===== config.mk =====
export PLATFORM = sky130hd
export DESIGN_NAME = ism_top
export DESIGN_NICKNAME = d
export VERILOG_FILES = /design/src/design/ism_pkg.sv /design/src/design/ism_top.sv /design/src/design/ism_pick.sv
export SDC_FILE = /design/constraint.sdc
export NUM_CORES = 1
export LEC_CHECK = 0
export ABC_AREA = 1
export BUFFER_PORTS_ARGS = -buffer_cell sky130_fd_sc_hd__buf_2
export CAP_MARGIN = 0
export CORE_MARGIN = 2
export CORE_UTILIZATION = 35
export CTS_CLUSTER_DIAMETER = 60
export DETAILED_ROUTE_END_ITERATION = 10
export PLACE_DENSITY = 0.48
export SYNTH_ARGS = -nofsm -noshare
export SYNTH_HDL_FRONTEND = slang
export SYNTH_SLANG_ARGS = --single-unit

===== constraint.sdc =====
create_clock -name pclk -period 48.2 [get_ports pclk]
set_input_delay 4.82 -clock pclk [delete_from_list [all_inputs] [get_ports pclk]]
set_output_delay 4.82 -clock pclk [all_outputs]
set_load 0.02 [all_outputs]

===== src/design/ism_pkg.sv =====
`default_nettype none
package ism_pkg;
  // ---------------------------------------------------------------
  // source map
  // ---------------------------------------------------------------
  localparam int NUM_SRC = 39;
  localparam int NUM_VEC = 32;
  localparam int NUM_PRIO_REG = 8;
  localparam int BANK_BITS = 32;
  localparam int FLAG1_BITS = 7;
  localparam logic [4:0] VEC_OF [0:NUM_SRC-1] = '{
    5'h00, 5'h01, 5'h02, 5'h03, 5'h04, 5'h05, 5'h05, 5'h06,
    5'h07, 5'h08, 5'h09, 5'h09, 5'h0A, 5'h0B, 5'h0C, 5'h0D,
    5'h0D, 5'h0E, 5'h0F, 5'h10, 5'h11, 5'h11, 5'h12, 5'h13,
    5'h14, 5'h15, 5'h15, 5'h16, 5'h17, 5'h18, 5'h19, 5'h1A,
    5'h1B, 5'h1C, 5'h1D, 5'h1E, 5'h1F, 5'h1F, 5'h1F};
  localparam logic [38:0] PERSIST_MASK = 39'h78_1631_8C60;
  // ---------------------------------------------------------------
  // priority field layout
  // ---------------------------------------------------------------
  localparam int SLOTS_PER_REG = 4;
  localparam int SLOT_STRIDE = 8;
  localparam int PRIO_LSB = 2;
  localparam int SUB_LSB = 0;
  localparam logic [31:0] PRIO_REG_MASK = 32'h1F1F_1F1F;
  localparam logic [2:0] PRIO_OFF = 3'h0;
  // ---------------------------------------------------------------
  // register offsets
  // ---------------------------------------------------------------
  localparam logic [7:0] ADDR_FLAG0 = 8'h00;
  localparam logic [7:0] ADDR_FLAG1 = 8'h04;
  localparam logic [7:0] ADDR_EN0 = 8'h10;
  localparam logic [7:0] ADDR_EN1 = 8'h14;
  localparam logic [7:0] ADDR_PRIO_BASE = 8'h20;
  localparam logic [7:0] ADDR_WIN = 8'h40;
  localparam logic [7:0] ADDR_IRQ_STAT = 8'h50;
  localparam logic [7:0] ADDR_IRQ_CLR = 8'h54;
  localparam logic [7:0] ADDR_IRQ_EN = 8'h58;
  // event bits of the interrupt status register
  localparam int EVT_RISE = 0;
  localparam int EVT_CHANGE = 1;
  localparam int EVT_BITS = 2;
  // winner register layout: valid 31, sub 9:8, prio 7:5, vector 4:0
  localparam int WIN_VALID = 31;
  localparam logic [31:0] RESET_WORD = 32'h0000_0000;
endpackage : ism_pkg
`default_nettype wire


===== src/design/ism_top.sv =====
// Local design decisions: the register offsets and the APB slave port.
`default_nettype none
// Functional notes
// - flag and enable bit of irq n live in bank n/32, bit n%32.
// - core timer is irq 0, vector 0, slot 0 of priority reg 0, non-persistent.
// - core soft sources irq 1,2 use vectors 1,2, slots 1,2, non-persistent.
// - four slots per priority reg: prio 4:2/12:10/20:18/28:26, sub below.
// - external requests 1-4 are irqs 8,13,18,23, vectors 7,11,15,19, top slot.
// - capture error and capture share one vector and field pair; persistent.
// - compare outputs 1-5 irqs 7,12,17,22,27, vectors 6,10,14,18,22, slot 2.
// - conversion done is irq 28, vector 23, reg 5 top slot, persistent.
// - clock fail is irq 29, vector 24, reg 6 slot 0, non-persistent.
// - calendar is irq 30, vector 25, reg 6 slot 1, non-persistent.
// - flash event is irq 31, vector 26, bank 0 bit 31, non-persistent.
// - comparators irqs 32-34, vectors 27-29, bank 1 bits 0-2.
// - usb is irq 35, vector 30, reg 7 slot 2, persistent.
// - serial fault, receive, transmit irqs 36-38 share vector 31; persistent.
// - priority zero disables a source; 7 is highest.
// - subpriority 0-3 orders sources of equal priority.
module ism_top #(
  parameter int NUM_SRC = ism_pkg::NUM_SRC
) (
  input wire logic pclk,
  input wire logic presetn,
  input wire logic psel,
  input wire logic penable,
  input wire logic pwrite,
  input wire logic [7:0] paddr,
  input wire logic [31:0] pwdata,
  output logic [31:0] prdata,
  output logic pready,
  output logic pslverr,
  input wire logic [NUM_SRC-1:0] src_req,
  output logic core_req,
  output logic [4:0] core_vector,
  output logic [2:0] core_priority,
  output logic [1:0] core_subpriority,
  output logic irq
);
  // ---------------------------------------------------------------
  // state
  // ---------------------------------------------------------------
  logic [31:0] flag_bank_0;
  logic [ism_pkg::FLAG1_BITS-1:0] flag_bank_1;
  logic [31:0] enable_bank_0;
  logic [ism_pkg::FLAG1_BITS-1:0] enable_bank_1;
  logic [31:0] priority_reg_n [0:ism_pkg::NUM_PRIO_REG-1];
  logic [NUM_SRC-1:0] req_d;
  logic [ism_pkg::EVT_BITS-1:0] irq_status;
  logic [ism_pkg::EVT_BITS-1:0] irq_enable;
  logic [NUM_SRC-1:0] set_ev;
  logic [NUM_SRC-1:0] flags;
  logic [NUM_SRC-1:0] enables;
  logic [ism_pkg::NUM_VEC-1:0] vec_pend;
  logic [2:0] slot_prio [0:ism_pkg::NUM_VEC-1];
  logic [1:0] slot_sub [0:ism_pkg::NUM_VEC-1];
  logic ch_valid [0:ism_pkg::NUM_VEC];
  logic [2:0] ch_prio [0:ism_pkg::NUM_VEC];
  logic [1:0] ch_sub [0:ism_pkg::NUM_VEC];
  logic [4:0] ch_vec [0:ism_pkg::NUM_VEC];
  logic setup;
  logic wr_acc;
  logic [31:0] next_rdata;
  logic next_err;
  logic [ism_pkg::EVT_BITS-1:0] evt;
  logic [ism_pkg::EVT_BITS-1:0] clr_mask;

  // ---------------------------------------------------------------
  // apb handshake
  // ---------------------------------------------------------------
  assign setup = psel && !penable;
  assign wr_acc = psel && penable && pready && pwrite;

  always_ff @(posedge pclk or negedge presetn) begin
    if (!presetn) begin
      pready <= 1'b0;
    end else begin
      pready <= setup;
    end
  end

  // ---------------------------------------------------------------
  // request edge tracking
  // ---------------------------------------------------------------
  always_ff @(posedge pclk or negedge presetn) begin
    if (!presetn) begin
      req_d <= '0;
    end else begin
      req_d <= src_req;
    end
  end

  // persistent sources re-set while asserted, others on the rising edge
  assign set_ev = (src_req & ism_pkg::PERSIST_MASK[NUM_SRC-1:0]) |
                  (src_req & ~req_d & ~ism_pkg::PERSIST_MASK[NUM_SRC-1:0]);

  // ---------------------------------------------------------------
  // flag banks, set wins over software write
  // ---------------------------------------------------------------
  always_ff @(posedge pclk or negedge presetn) begin
    if (!presetn) begin
      flag_bank_0 <= ism_pkg::RESET_WORD;
    end else if (wr_acc && paddr == ism_pkg::ADDR_FLAG0) begin
      flag_bank_0 <= pwdata | set_ev[31:0];
    end else begin
      flag_bank_0 <= flag_bank_0 | set_ev[31:0];
    end
  end

  always_ff @(posedge pclk or negedge presetn) begin
    if (!presetn) begin
      flag_bank_1 <= '0;
    end else if (wr_acc && paddr == ism_pkg::ADDR_FLAG1) begin
      flag_bank_1 <= pwdata[ism_pkg::FLAG1_BITS-1:0] | set_ev[NUM_SRC-1:32];
    end else begin
      flag_bank_1 <= flag_bank_1 | set_ev[NUM_SRC-1:32];
    end
  end

  // ---------------------------------------------------------------
  // enable banks
  // ---------------------------------------------------------------
  always_ff @(posedge pclk or negedge presetn) begin
    if (!presetn) begin
      enable_bank_0 <= ism_pkg::RESET_WORD;
      enable_bank_1 <= '0;
    end else if (wr_acc && paddr == ism_pkg::ADDR_EN0) begin
      enable_bank_0 <= pwdata;
    end else if (wr_acc && paddr == ism_pkg::ADDR_EN1) begin
      enable_bank_1 <= pwdata[ism_pkg::FLAG1_BITS-1:0];
    end
  end

  // ---------------------------------------------------------------
  // priority registers
  // ---------------------------------------------------------------
  always_ff @(posedge pclk or negedge presetn) begin
    if (!presetn) begin
      for (int r = 0; r < ism_pkg::NUM_PRIO_REG; r++) begin
        priority_reg_n[r] <= ism_pkg::RESET_WORD;
      end
    end else begin
      for (int r = 0; r < ism_pkg::NUM_PRIO_REG; r++) begin
        if (wr_acc && paddr == ism_pkg::ADDR_PRIO_BASE + 8'(4 * r)) begin
          priority_reg_n[r] <= pwdata & ism_pkg::PRIO_REG_MASK;
        end
      end
    end
  end

  // ---------------------------------------------------------------
  // per-vector pending and field extraction
  // ---------------------------------------------------------------
  assign flags = {flag_bank_1, flag_bank_0};
  assign enables = {enable_bank_1, enable_bank_0};

  always_comb begin
    vec_pend = '0;
    for (int i = 0; i < NUM_SRC; i++) begin
      if (flags[i] && enables[i]) begin
        vec_pend[ism_pkg::VEC_OF[i]] = 1'b1;
      end
    end
  end

  // vector v owns slot v%4 of priority register v/4
  always_comb begin
    for (int v = 0; v < ism_pkg::NUM_VEC; v++) begin
      slot_prio[v] = priority_reg_n[v / ism_pkg::SLOTS_PER_REG][
        (v % ism_pkg::SLOTS_PER_REG) * ism_pkg::SLOT_STRIDE + ism_pkg::PRIO_LSB +: 3];
      slot_sub[v] = priority_reg_n[v / ism_pkg::SLOTS_PER_REG][
        (v % ism_pkg::SLOTS_PER_REG) * ism_pkg::SLOT_STRIDE + ism_pkg::SUB_LSB +: 2];
    end
  end

  // ---------------------------------------------------------------
  // arbitration chain, lowest vector first
  // ---------------------------------------------------------------
  assign ch_valid[0] = 1'b0;
  assign ch_prio[0] = ism_pkg::PRIO_OFF;
  assign ch_sub[0] = 2'h0;
  assign ch_vec[0] = 5'h00;

  for (genvar g = 0; g < ism_pkg::NUM_VEC; g++) begin : g_pick
    ism_pick u_pick (
      .best_valid(ch_valid[g]),
      .best_prio(ch_prio[g]),
      .best_sub(ch_sub[g]),
      .best_vec(ch_vec[g]),
      .cand_valid(vec_pend[g] && slot_prio[g] != ism_pkg::PRIO_OFF),
      .cand_prio(slot_prio[g]),
      .cand_sub(slot_sub[g]),
      .cand_vec(5'(g)),
      .out_valid(ch_valid[g+1]),
      .out_prio(ch_prio[g+1]),
      .out_sub(ch_sub[g+1]),
      .out_vec(ch_vec[g+1])
    );
  end

  // ---------------------------------------------------------------
  // core request outputs
  // ---------------------------------------------------------------
  always_ff @(posedge pclk or negedge presetn) begin
    if (!presetn) begin
      core_req <= 1'b0;
      core_vector <= 5'h00;
      core_priority <= 3'h0;
      core_subpriority <= 2'h0;
    end else begin
      core_req <= ch_valid[ism_pkg::NUM_VEC];
      core_vector <= ch_valid[ism_pkg::NUM_VEC] ? ch_vec[ism_pkg::NUM_VEC] : 5'h00;
      core_priority <= ch_valid[ism_pkg::NUM_VEC] ? ch_prio[ism_pkg::NUM_VEC] : 3'h0;
      core_subpriority <= ch_valid[ism_pkg::NUM_VEC] ? ch_sub[ism_pkg::NUM_VEC] : 2'h0;
    end
  end

  // ---------------------------------------------------------------
  // block interrupt: request rise and winner change
  // ---------------------------------------------------------------
  always_comb begin
    evt = '0;
    evt[ism_pkg::EVT_RISE] = ch_valid[ism_pkg::NUM_VEC] && !core_req;
    evt[ism_pkg::EVT_CHANGE] = ch_valid[ism_pkg::NUM_VEC] && core_req &&
                               (ch_vec[ism_pkg::NUM_VEC] != core_vector);
    clr_mask = '0;
    if (wr_acc && paddr == ism_pkg::ADDR_IRQ_CLR) begin
      clr_mask = pwdata[ism_pkg::EVT_BITS-1:0];
    end
  end

  always_ff @(posedge pclk or negedge presetn) begin
    if (!presetn) begin
      irq_status <= '0;
    end else begin
      irq_status <= (irq_status & ~clr_mask) | evt;
    end
  end

  always_ff @(posedge pclk or negedge presetn) begin
    if (!presetn) begin
      irq_enable <= '0;
    end else if (wr_acc && paddr == ism_pkg::ADDR_IRQ_EN) begin
      irq_enable <= pwdata[ism_pkg::EVT_BITS-1:0];
    end
  end

  always_ff @(posedge pclk or negedge presetn) begin
    if (!presetn) begin
      irq <= 1'b0;
    end else begin
      irq <= |(((irq_status & ~clr_mask) | evt) & irq_enable);
    end
  end

  // ---------------------------------------------------------------
  // read mux
  // ---------------------------------------------------------------
  always_comb begin
    next_rdata = ism_pkg::RESET_WORD;
    next_err = 1'b0;
    case (paddr)
      ism_pkg::ADDR_FLAG0: next_rdata = flag_bank_0;
      ism_pkg::ADDR_FLAG1: next_rdata[ism_pkg::FLAG1_BITS-1:0] = flag_bank_1;
      ism_pkg::ADDR_EN0: next_rdata = enable_bank_0;
      ism_pkg::ADDR_EN1: next_rdata[ism_pkg::FLAG1_BITS-1:0] = enable_bank_1;
      ism_pkg::ADDR_WIN: begin
        next_rdata[ism_pkg::WIN_VALID] = core_req;
        next_rdata[9:0] = {core_subpriority, core_priority, core_vector};
      end
      ism_pkg::ADDR_IRQ_STAT: next_rdata[ism_pkg::EVT_BITS-1:0] = irq_status;
      ism_pkg::ADDR_IRQ_CLR: next_rdata = ism_pkg::RESET_WORD;
      ism_pkg::ADDR_IRQ_EN: next_rdata[ism_pkg::EVT_BITS-1:0] = irq_enable;
      default: begin
        if (paddr >= ism_pkg::ADDR_PRIO_BASE && paddr < ism_pkg::ADDR_WIN &&
            paddr[1:0] == 2'h0) begin
          next_rdata = priority_reg_n[3'(paddr[4:2])];
        end else begin
          next_err = 1'b1;
        end
      end
    endcase
  end

  always_ff @(posedge pclk or negedge presetn) begin
    if (!presetn) begin
      prdata <= ism_pkg::RESET_WORD;
      pslverr <= 1'b0;
    end else if (setup) begin
      prdata <= pwrite ? ism_pkg::RESET_WORD : next_rdata;
      pslverr <= next_err;
    end else begin
      pslverr <= 1'b0;
    end
  end
endmodule : ism_top
`default_nettype wire


===== src/design/ism_pick.sv =====
`default_nettype none
module ism_pick (
  input wire logic best_valid,
  input wire logic [2:0] best_prio,
  input wire logic [1:0] best_sub,
  input wire logic [4:0] best_vec,
  input wire logic cand_valid,
  input wire logic [2:0] cand_prio,
  input wire logic [1:0] cand_sub,
  input wire logic [4:0] cand_vec,
  output logic out_valid,
  output logic [2:0] out_prio,
  output logic [1:0] out_sub,
  output logic [4:0] out_vec
);
  logic take;
  // ---------------------------------------------------------------
  // compare one candidate against the running best
  // ---------------------------------------------------------------
  always_comb begin
    take = cand_valid && (!best_valid || (cand_prio > best_prio) ||
           ((cand_prio == best_prio) && (cand_sub > best_sub)));
    // ties keep the earlier, lower vector
    out_valid = best_valid | take;
    out_prio = take ? cand_prio : best_prio;
    out_sub = take ? cand_sub : best_sub;
    out_vec = take ? cand_vec : best_vec;
  end
endmodule : ism_pick
`default_nettype wire


After elaboration in Yosys (flattened, before gate mapping)
Index checks and enable logic that the tools add are counted.
Widths: inputs -> output; s select.
{"block": "word_totals", "reg_bits": 323, "latch_bits": 0, "ram_bits": 0, "mem_bits_ro": 0, "in_bits": 84, "out_inout_bits": 46, "word_cells": 623, "n_memories": 0}
{"block": "op_classes", "addsub": 0, "n_mul": 0, "div": 0, "order_cmp": 65, "eq_ne": 47, "shifts": 0, "n_mux": 153, "bitwise": 44, "reduce_logical": 291}
{"op": "$mux 32", "count": 5}
{"op": "$logic_and 1x1->1", "count": 156}
{"op": "$mux 3", "count": 37}
{"op": "$bmux 32 s3", "count": 1}
{"op": "$reduce_bool 3->1", "count": 32}
{"op": "$eq 3x3->1", "count": 31}
{"op": "$gt 3x3->1", "count": 31}
{"op": "$mux 5", "count": 17}
{"op": "$mux 2", "count": 36}
{"op": "$eq 8x6->1 const B", "count": 8}
{"op": "$or 32x32->32", "count": 2}
{"op": "$pmux 21 s3", "count": 1}
{"op": "$gt 2x2->1", "count": 31}
{"op": "$logic_or 1x1->1", "count": 62}
{"op": "$mux 1", "count": 43}
{"op": "$or 39x35->39", "count": 1}
{"op": "$and 35x35->35", "count": 1}
{"op": "$not 35->35", "count": 1}
{"op": "$logic_not 1->1", "count": 33}
{"op": "$eq 8x7->1 const B", "count": 4}
{"op": "$mux 4", "count": 8}
{"op": "$or 1x1->1", "count": 31}
{"op": "$pmux 5 s6", "count": 1}
{"op": "$eq 8x5->1 const B", "count": 2}
{"op": "other kinds (23)", "count": 25}

Depth between registers and ports, before layout
{"block": "logic_depth", "ltp_word": 164, "ltp_mapped": 347, "ltp_nobuf": 320}

Hierarchy
Synthesis repeated with hierarchy kept, for this count alone.
{"block": "unflattened", "hier_cells": 3559, "hier_area_um2": 24399.7}
{"module": "ism_top", "instances": 1, "cells_per_inst": 1735, "area_per_inst_um2": 14069.7, "seq_area_each_um2": 7807.5}
{"module": "ism_pick", "instances": 32, "cells_per_inst": 57, "area_per_inst_um2": 322.8, "seq_area_each_um2": 0.0}

Least setup slack after synthesis
Ideal clock, no wire load.
{"block": "synth_path", "path_type": "register to register", "startpoint": "register enable_bank_0[0]", "endpoint": "register irq", "setup_ns": 0.116, "arrival_ns": 34.900, "required_time_ns": 48.084, "path_slack_ns": 13.183, "path_stages_with_launch": 326, "n_path_buf": 28, "path_cell_list": "dfrtp_1 -> nand2_1 -> inv_2 -> nand2_2 -> nor2_1 -> inv_1 -> ha_1 -> nand2_1 -> nor2_1 -> inv_1 -> nand2_1 -> nand3_1 -> nand2_2 -> nand2_1 -> and2_1 -> ha_1 -> nand3_1 -> nand3b_1 -> (+290 left out) -> nand2_1 -> nor2_1 -> a211oi_1 -> a21oi_1 -> a41oi_1 -> nand2_1 -> nand2_1 -> nand2_1 -> nor4_1 -> nand3b_1 -> nand2_1 -> nand3_1 -> nor2_1 -> nand2_1 -> nand2_1 -> nand2_1 -> nand2_1 -> nand2_1"}
{"block": "synth_between", "elab_chain_len": 164, "word_cells_on_any_way": 382}
{"item": "start: declaration", "line_no": "ism_top.sv:45", "rtl": "logic [31:0] enable_bank_0;"}
{"item": "start signal: assignment", "line_no": "ism_top.sv:125", "rtl": "enable_bank_0 <= ism_pkg::RESET_WORD;"}
{"item": "start signal: assignment", "line_no": "ism_top.sv:128", "rtl": "enable_bank_0 <= pwdata;"}
{"item": "$logic_and 1x1->1 *", "line_no": "ism_top.sv:160", "rtl": "if (flags[i] && enables[i]) begin"}
{"item": "$mux 1 *", "line_no": "ism_top.sv:160"}
{"item": "$logic_and 1x1->1 *", "line_no": "ism_top.sv:190", "rtl": ".cand_valid(vec_pend[g] && slot_prio[g] != ism_pkg::PRIO_OFF),"}
{"item": "$mux 3 / $mux 2 (equally long branches)", "line_no": "ism_pick.sv:25, ism_pick.sv:26"}
{"item": "$gt 3x3->1, or another cell as far along", "line_no": "ism_pick.sv:21", "rtl": "take = cand_valid && (!best_valid || (cand_prio > best_prio) ||"}
{"item": "$logic_or 1x1->1 / $logic_and 1x1->1 (equally long branches)", "line_no": "ism_pick.sv:21, ism_pick.sv:22"}
{"item": "$logic_or 1x1->1", "line_no": "ism_pick.sv:21"}
{"item": "$logic_and 1x1->1", "line_no": "ism_pick.sv:21"}
{"item": "(+148 left out)"}
{"item": "$logic_or 1x1->1", "line_no": "ism_pick.sv:21"}
{"item": "$logic_and 1x1->1", "line_no": "ism_pick.sv:21"}
{"item": "$mux 5 / $or 1x1->1 (equally long branches)", "line_no": "ism_pick.sv:27, ism_pick.sv:24"}
{"item": "$ne 5x5->1 / $logic_and 1x1->1 (equally long branches)", "line_no": "ism_top.sv:225, ism_top.sv:224"}
{"item": "$logic_and 1x1->1", "line_no": "ism_top.sv:224", "rtl": "evt[ism_pkg::EVT_CHANGE] = ch_valid[ism_pkg::NUM_VEC] && core_req &&"}
{"item": "$or 2x2->2 *", "line_no": "ism_top.sv:252", "rtl": "irq <= |(((irq_status & ~clr_mask) | evt) & irq_enable);"}
{"item": "$and 2x2->2 *", "line_no": "ism_top.sv:252"}
{"item": "$reduce_or 2->1 *", "line_no": "ism_top.sv:252"}
{"item": "end signal: assignment", "line_no": "ism_top.sv:252"}
{"item": "end: declaration", "line_no": "ism_top.sv:38", "rtl": "output logic irq"}
Mark *: on every way between the ends. The rest lies on a longest branch, timed or not.
A chain may end at the register's enable or synchronous reset.

Worst setup path after layout
Same ends and word-level chain as after synthesis.

==> flow_metrics.tcl <==
set metrics [dict create \
    outcome "completed" \
    crit_buf_inv 37 \
    rr_endpoint "irq" \
    power_density_nw_per_um2 27.1 \
    layout_commonest_cell "nand2_1" \
    fin_worst_skew_ns 0.0329 \
    ys_seq_area_share_pct 38.4 \
    setup_viol 0 \
    r2r-start "enable_bank_0[0]" \
    die_w_um 245 \
    critical-path-top-delay-family "simple AND/OR/NAND/NOR gates" \
    grt_max_degree 101 \
    cp.arrival_ns 41.14 \
    crit_type "reg -> reg" \
    cp_max_fo 18 \
    clockBufferDepth 3 \
    timing.final.crit_share_pct 84.4 \
    io_pins 130 \
    synth_top_area_cell "dfrtp_1" \
    syn_area_per_cell_sq_um 7.46 \
    crit_path_start_kind "flop" \
    syn_inst 2722 \
    clkTransAtPathRegs_ns 0.06 \
    holdCritPathClass "reg -> reg" \
    nets 3025 \
    tritoncts "yes" \
    grt_pass1_wl_um 121000 \
    maxCapViolCount 0 \
    wl_per_cell_um 22.5 \
    grt_pass1_vias 18700 \
    crit_end "irq" \
    yosys-top-cells-area "dfrtp_1 38%, nand2_1 12%, o21ai_0 9.7%, ha_1 8.1%, inv_1 7.0%" \
    grt.overflow.total 0 \
    synth_seq_cells 312 \
    die_height_um 245 \
    layout-drive-gt1-share_pct 11.9 \
    hpwlAfterDp_um 60700 \
    port_buffers 129 \
    drc 0 \
    grt_util_all_layers_pct 27.0 \
    p_leak_nw 11.7 \
    max_slew_margin_pct 12.6 \
    path_depth 294 \
    via_count 19800 \
    final_max_slew_viol_count 0 \
    r2r_cells 294 \
    stdcell_count 3606 \
    antenna_cells 0 \
    clockRootBuffer "clkbuf_16" \
    viasPerCell 5.48 \
    rrSetupSlack_ns 7.54 \
    syn_area_sq_um 20300 \
    fillCellCount 5983 \
    rsz0062_at_grt "false" \
    synth.net_count 2938 \
    crit_required_ns 48.68 \
    drt-initial-drc-count 1730 \
    peakVddDrop_v 0.0000205 \
    cp_common_cell "nand2_1" \
    finalHoldViolCount 0 \
    core-area_sq_um 57600 \
    cts_resized 0 \
    worst_pin_slew_ns 1.30 \
    place.gp.congestion 0.895 \
    final_antenna_net_count 0 \
    rows 88 \
    numCtsBuffers 43 \
    die-area_sq_um 60000 \
    max_freq_ghz 0.0246 \
    p_total_mw 0.623 \
    synth_top_area_share_pct 38.4 \
    cts.sinks 312 \
    area_growth_pct 13.3 \
    yosys_warnings 0 \
    endpoint_kind "flop" \
    fin_setup_tns_ns 0 \
    critPathMaxStageDelay_ns 0.42 \
    slowest_stage "o21ai_0" \
    cts_setup_buffers 0 \
    wl_um 81000 \
    initial_core_util_pct 35.3 \
    clk-insertion-delay-late_ns 0.59 \
    antenna_found_initial 2 \
    dr.pass1.iters 6 \
    final_cell_mix "648 x nand2_1, 393 x o21ai_0, 379 x inv_1, 312 x dfrtp_1" \
    fin_crit_ns 40.66 \
    postCtsHoldBufs 0 \
    dp.cells 3529 \
    cts_max_level 2 \
    critical_path.startpoint "enable_bank_0[0]" \
    ys_types 52 \
]
==> final cells by class <==
type	instances	area [sq um]	area share, %
Tap cell	765	957	4.16
Clock inverter	18	198	0.859
Clock buffer	59	1210	5.24
Sequential cell	312	7810	33.9
Multi-Input combinational cell	1903	10500	45.7
Timing Repair Buffer	153	836	3.63
Inverter	396	1490	6.46
==> how the worst min path moves through the flow <==
stage,from,to,depth (start not counted)
after floorplan,enable_bank_0[10],enable_bank_0[10],2
after global placement,req_d[9],flag_bank_0[9],1
after detailed placement,req_d[12],flag_bank_0[12],1
after CTS,req_d[12],flag_bank_0[12],1
after global routing,req_d[32],flag_bank_1[0],1
final,req_d[22],flag_bank_0[22],1
==> worst reg2reg max path: cells and delay by family, from the launching register on <==
| family | cells | cell delay (ns) |
|---|---|---|
| AOI/OAI and AO/OA | 67 | 12.18 |
| and+or+nand+nor | 159 | 15.96 |
| adders and majority gates | 31 | 9.98 |
| DFF | 1 | 0.38 |
| buffers and inverters | 37 | 2.12 |
==> cells in the mapped netlist, drive strengths merged <==
master / instances
or2: 3
buf: 29
a32o: 12
o21ai: 415
inv: 392
o22ai: 95
o311a: 2
a21o: 1
o211ai: 2
a31oi: 6
ha: 132
and2: 2
nor3: 22
a22oi: 3
o21bai: 26
o41ai: 1
a31o: 2
o311ai: 14
a211oi: 5
a221oi: 13
o221ai: 28
clkinv: 4
and3: 1
nand3b: 3
nor2: 141
o31ai: 6
nand4: 55
o21a: 1
a41oi: 2
mux2: 9
a21oi: 27
nand2: 702
nand3: 154
dfrtp: 312
a22o: 2
nor4: 1
a211o: 15
clkbuf: 82
==> power by group <==
part | switching (mW) | total [mW] | internal, mW
Clock | 0.133 | 0.321 | 0.188
Sequential | 0.00186 | 0.266 | 0.264
Combinational | 0.0275 | 0.0359 | 0.00837
Total | 0.162 | 0.623 | 0.461
==> sequential cells by signal, indices dropped and copies added (netlist names), 3 cells and up <==
| name | cells |
|---|---|
| enable_bank_0 | 32 |
| prdata | 32 |
| enable_bank_1 | 7 |
| core_vector | 5 |
| priority_reg_n | 160 |
| req_d | 24 |
| flag_bank_1 | 7 |
| flag_bank_0 | 32 |
| core_priority | 3 |
==> routing by layer <==
| layer | track usage, % | part of all wire (%) | vias up |
|---|---|---|---|
| li1 | - | - | 9358 |
| met1 | 39.1 | 46 | 9502 |
| met2 | 41.8 | 44 | 794 |
| met3 | 3.49 | 7.3 | 118 |
| met4 | 7.93 | 2.8 | 0 |
| met5 | 0 | 0 | - |
==> stage by stage <==
stage | setup WS [ns] | hold slack (ns) | area, sq um | utilization, %
2_1_floorplan | 13.18 | 0.453 | 20300 | -
3_3_place_gp | 9.00 | 0.455 | 21600 | 37.5
3_5_place_dp | 7.94 | 0.465 | 21600 | 37.5
4_1_cts | 7.78 | 0.473 | 23000 | 40.0
5_1_grt | 2.33 | 0.477 | 23000 | 40.0
6_report | 7.54 | 0.472 | 23000 | 40.0
==> logic make-up (layout without fill, tap and decap cells) <==
family | count (synthesis) | count (layout) | synth area share (%)
buffers and inverters | 507 | 626 | 9.87
DFF | 312 | 312 | 38.4
and+or+nand+nor | 1084 | 1084 | 23.3
adders and majority gates | 132 | 132 | 8.13
AOI/OAI and AO/OA | 678 | 678 | 19.8
muxes | 9 | 9 | 0.499
Note: power is estimated with default switching activity, not from simulation.
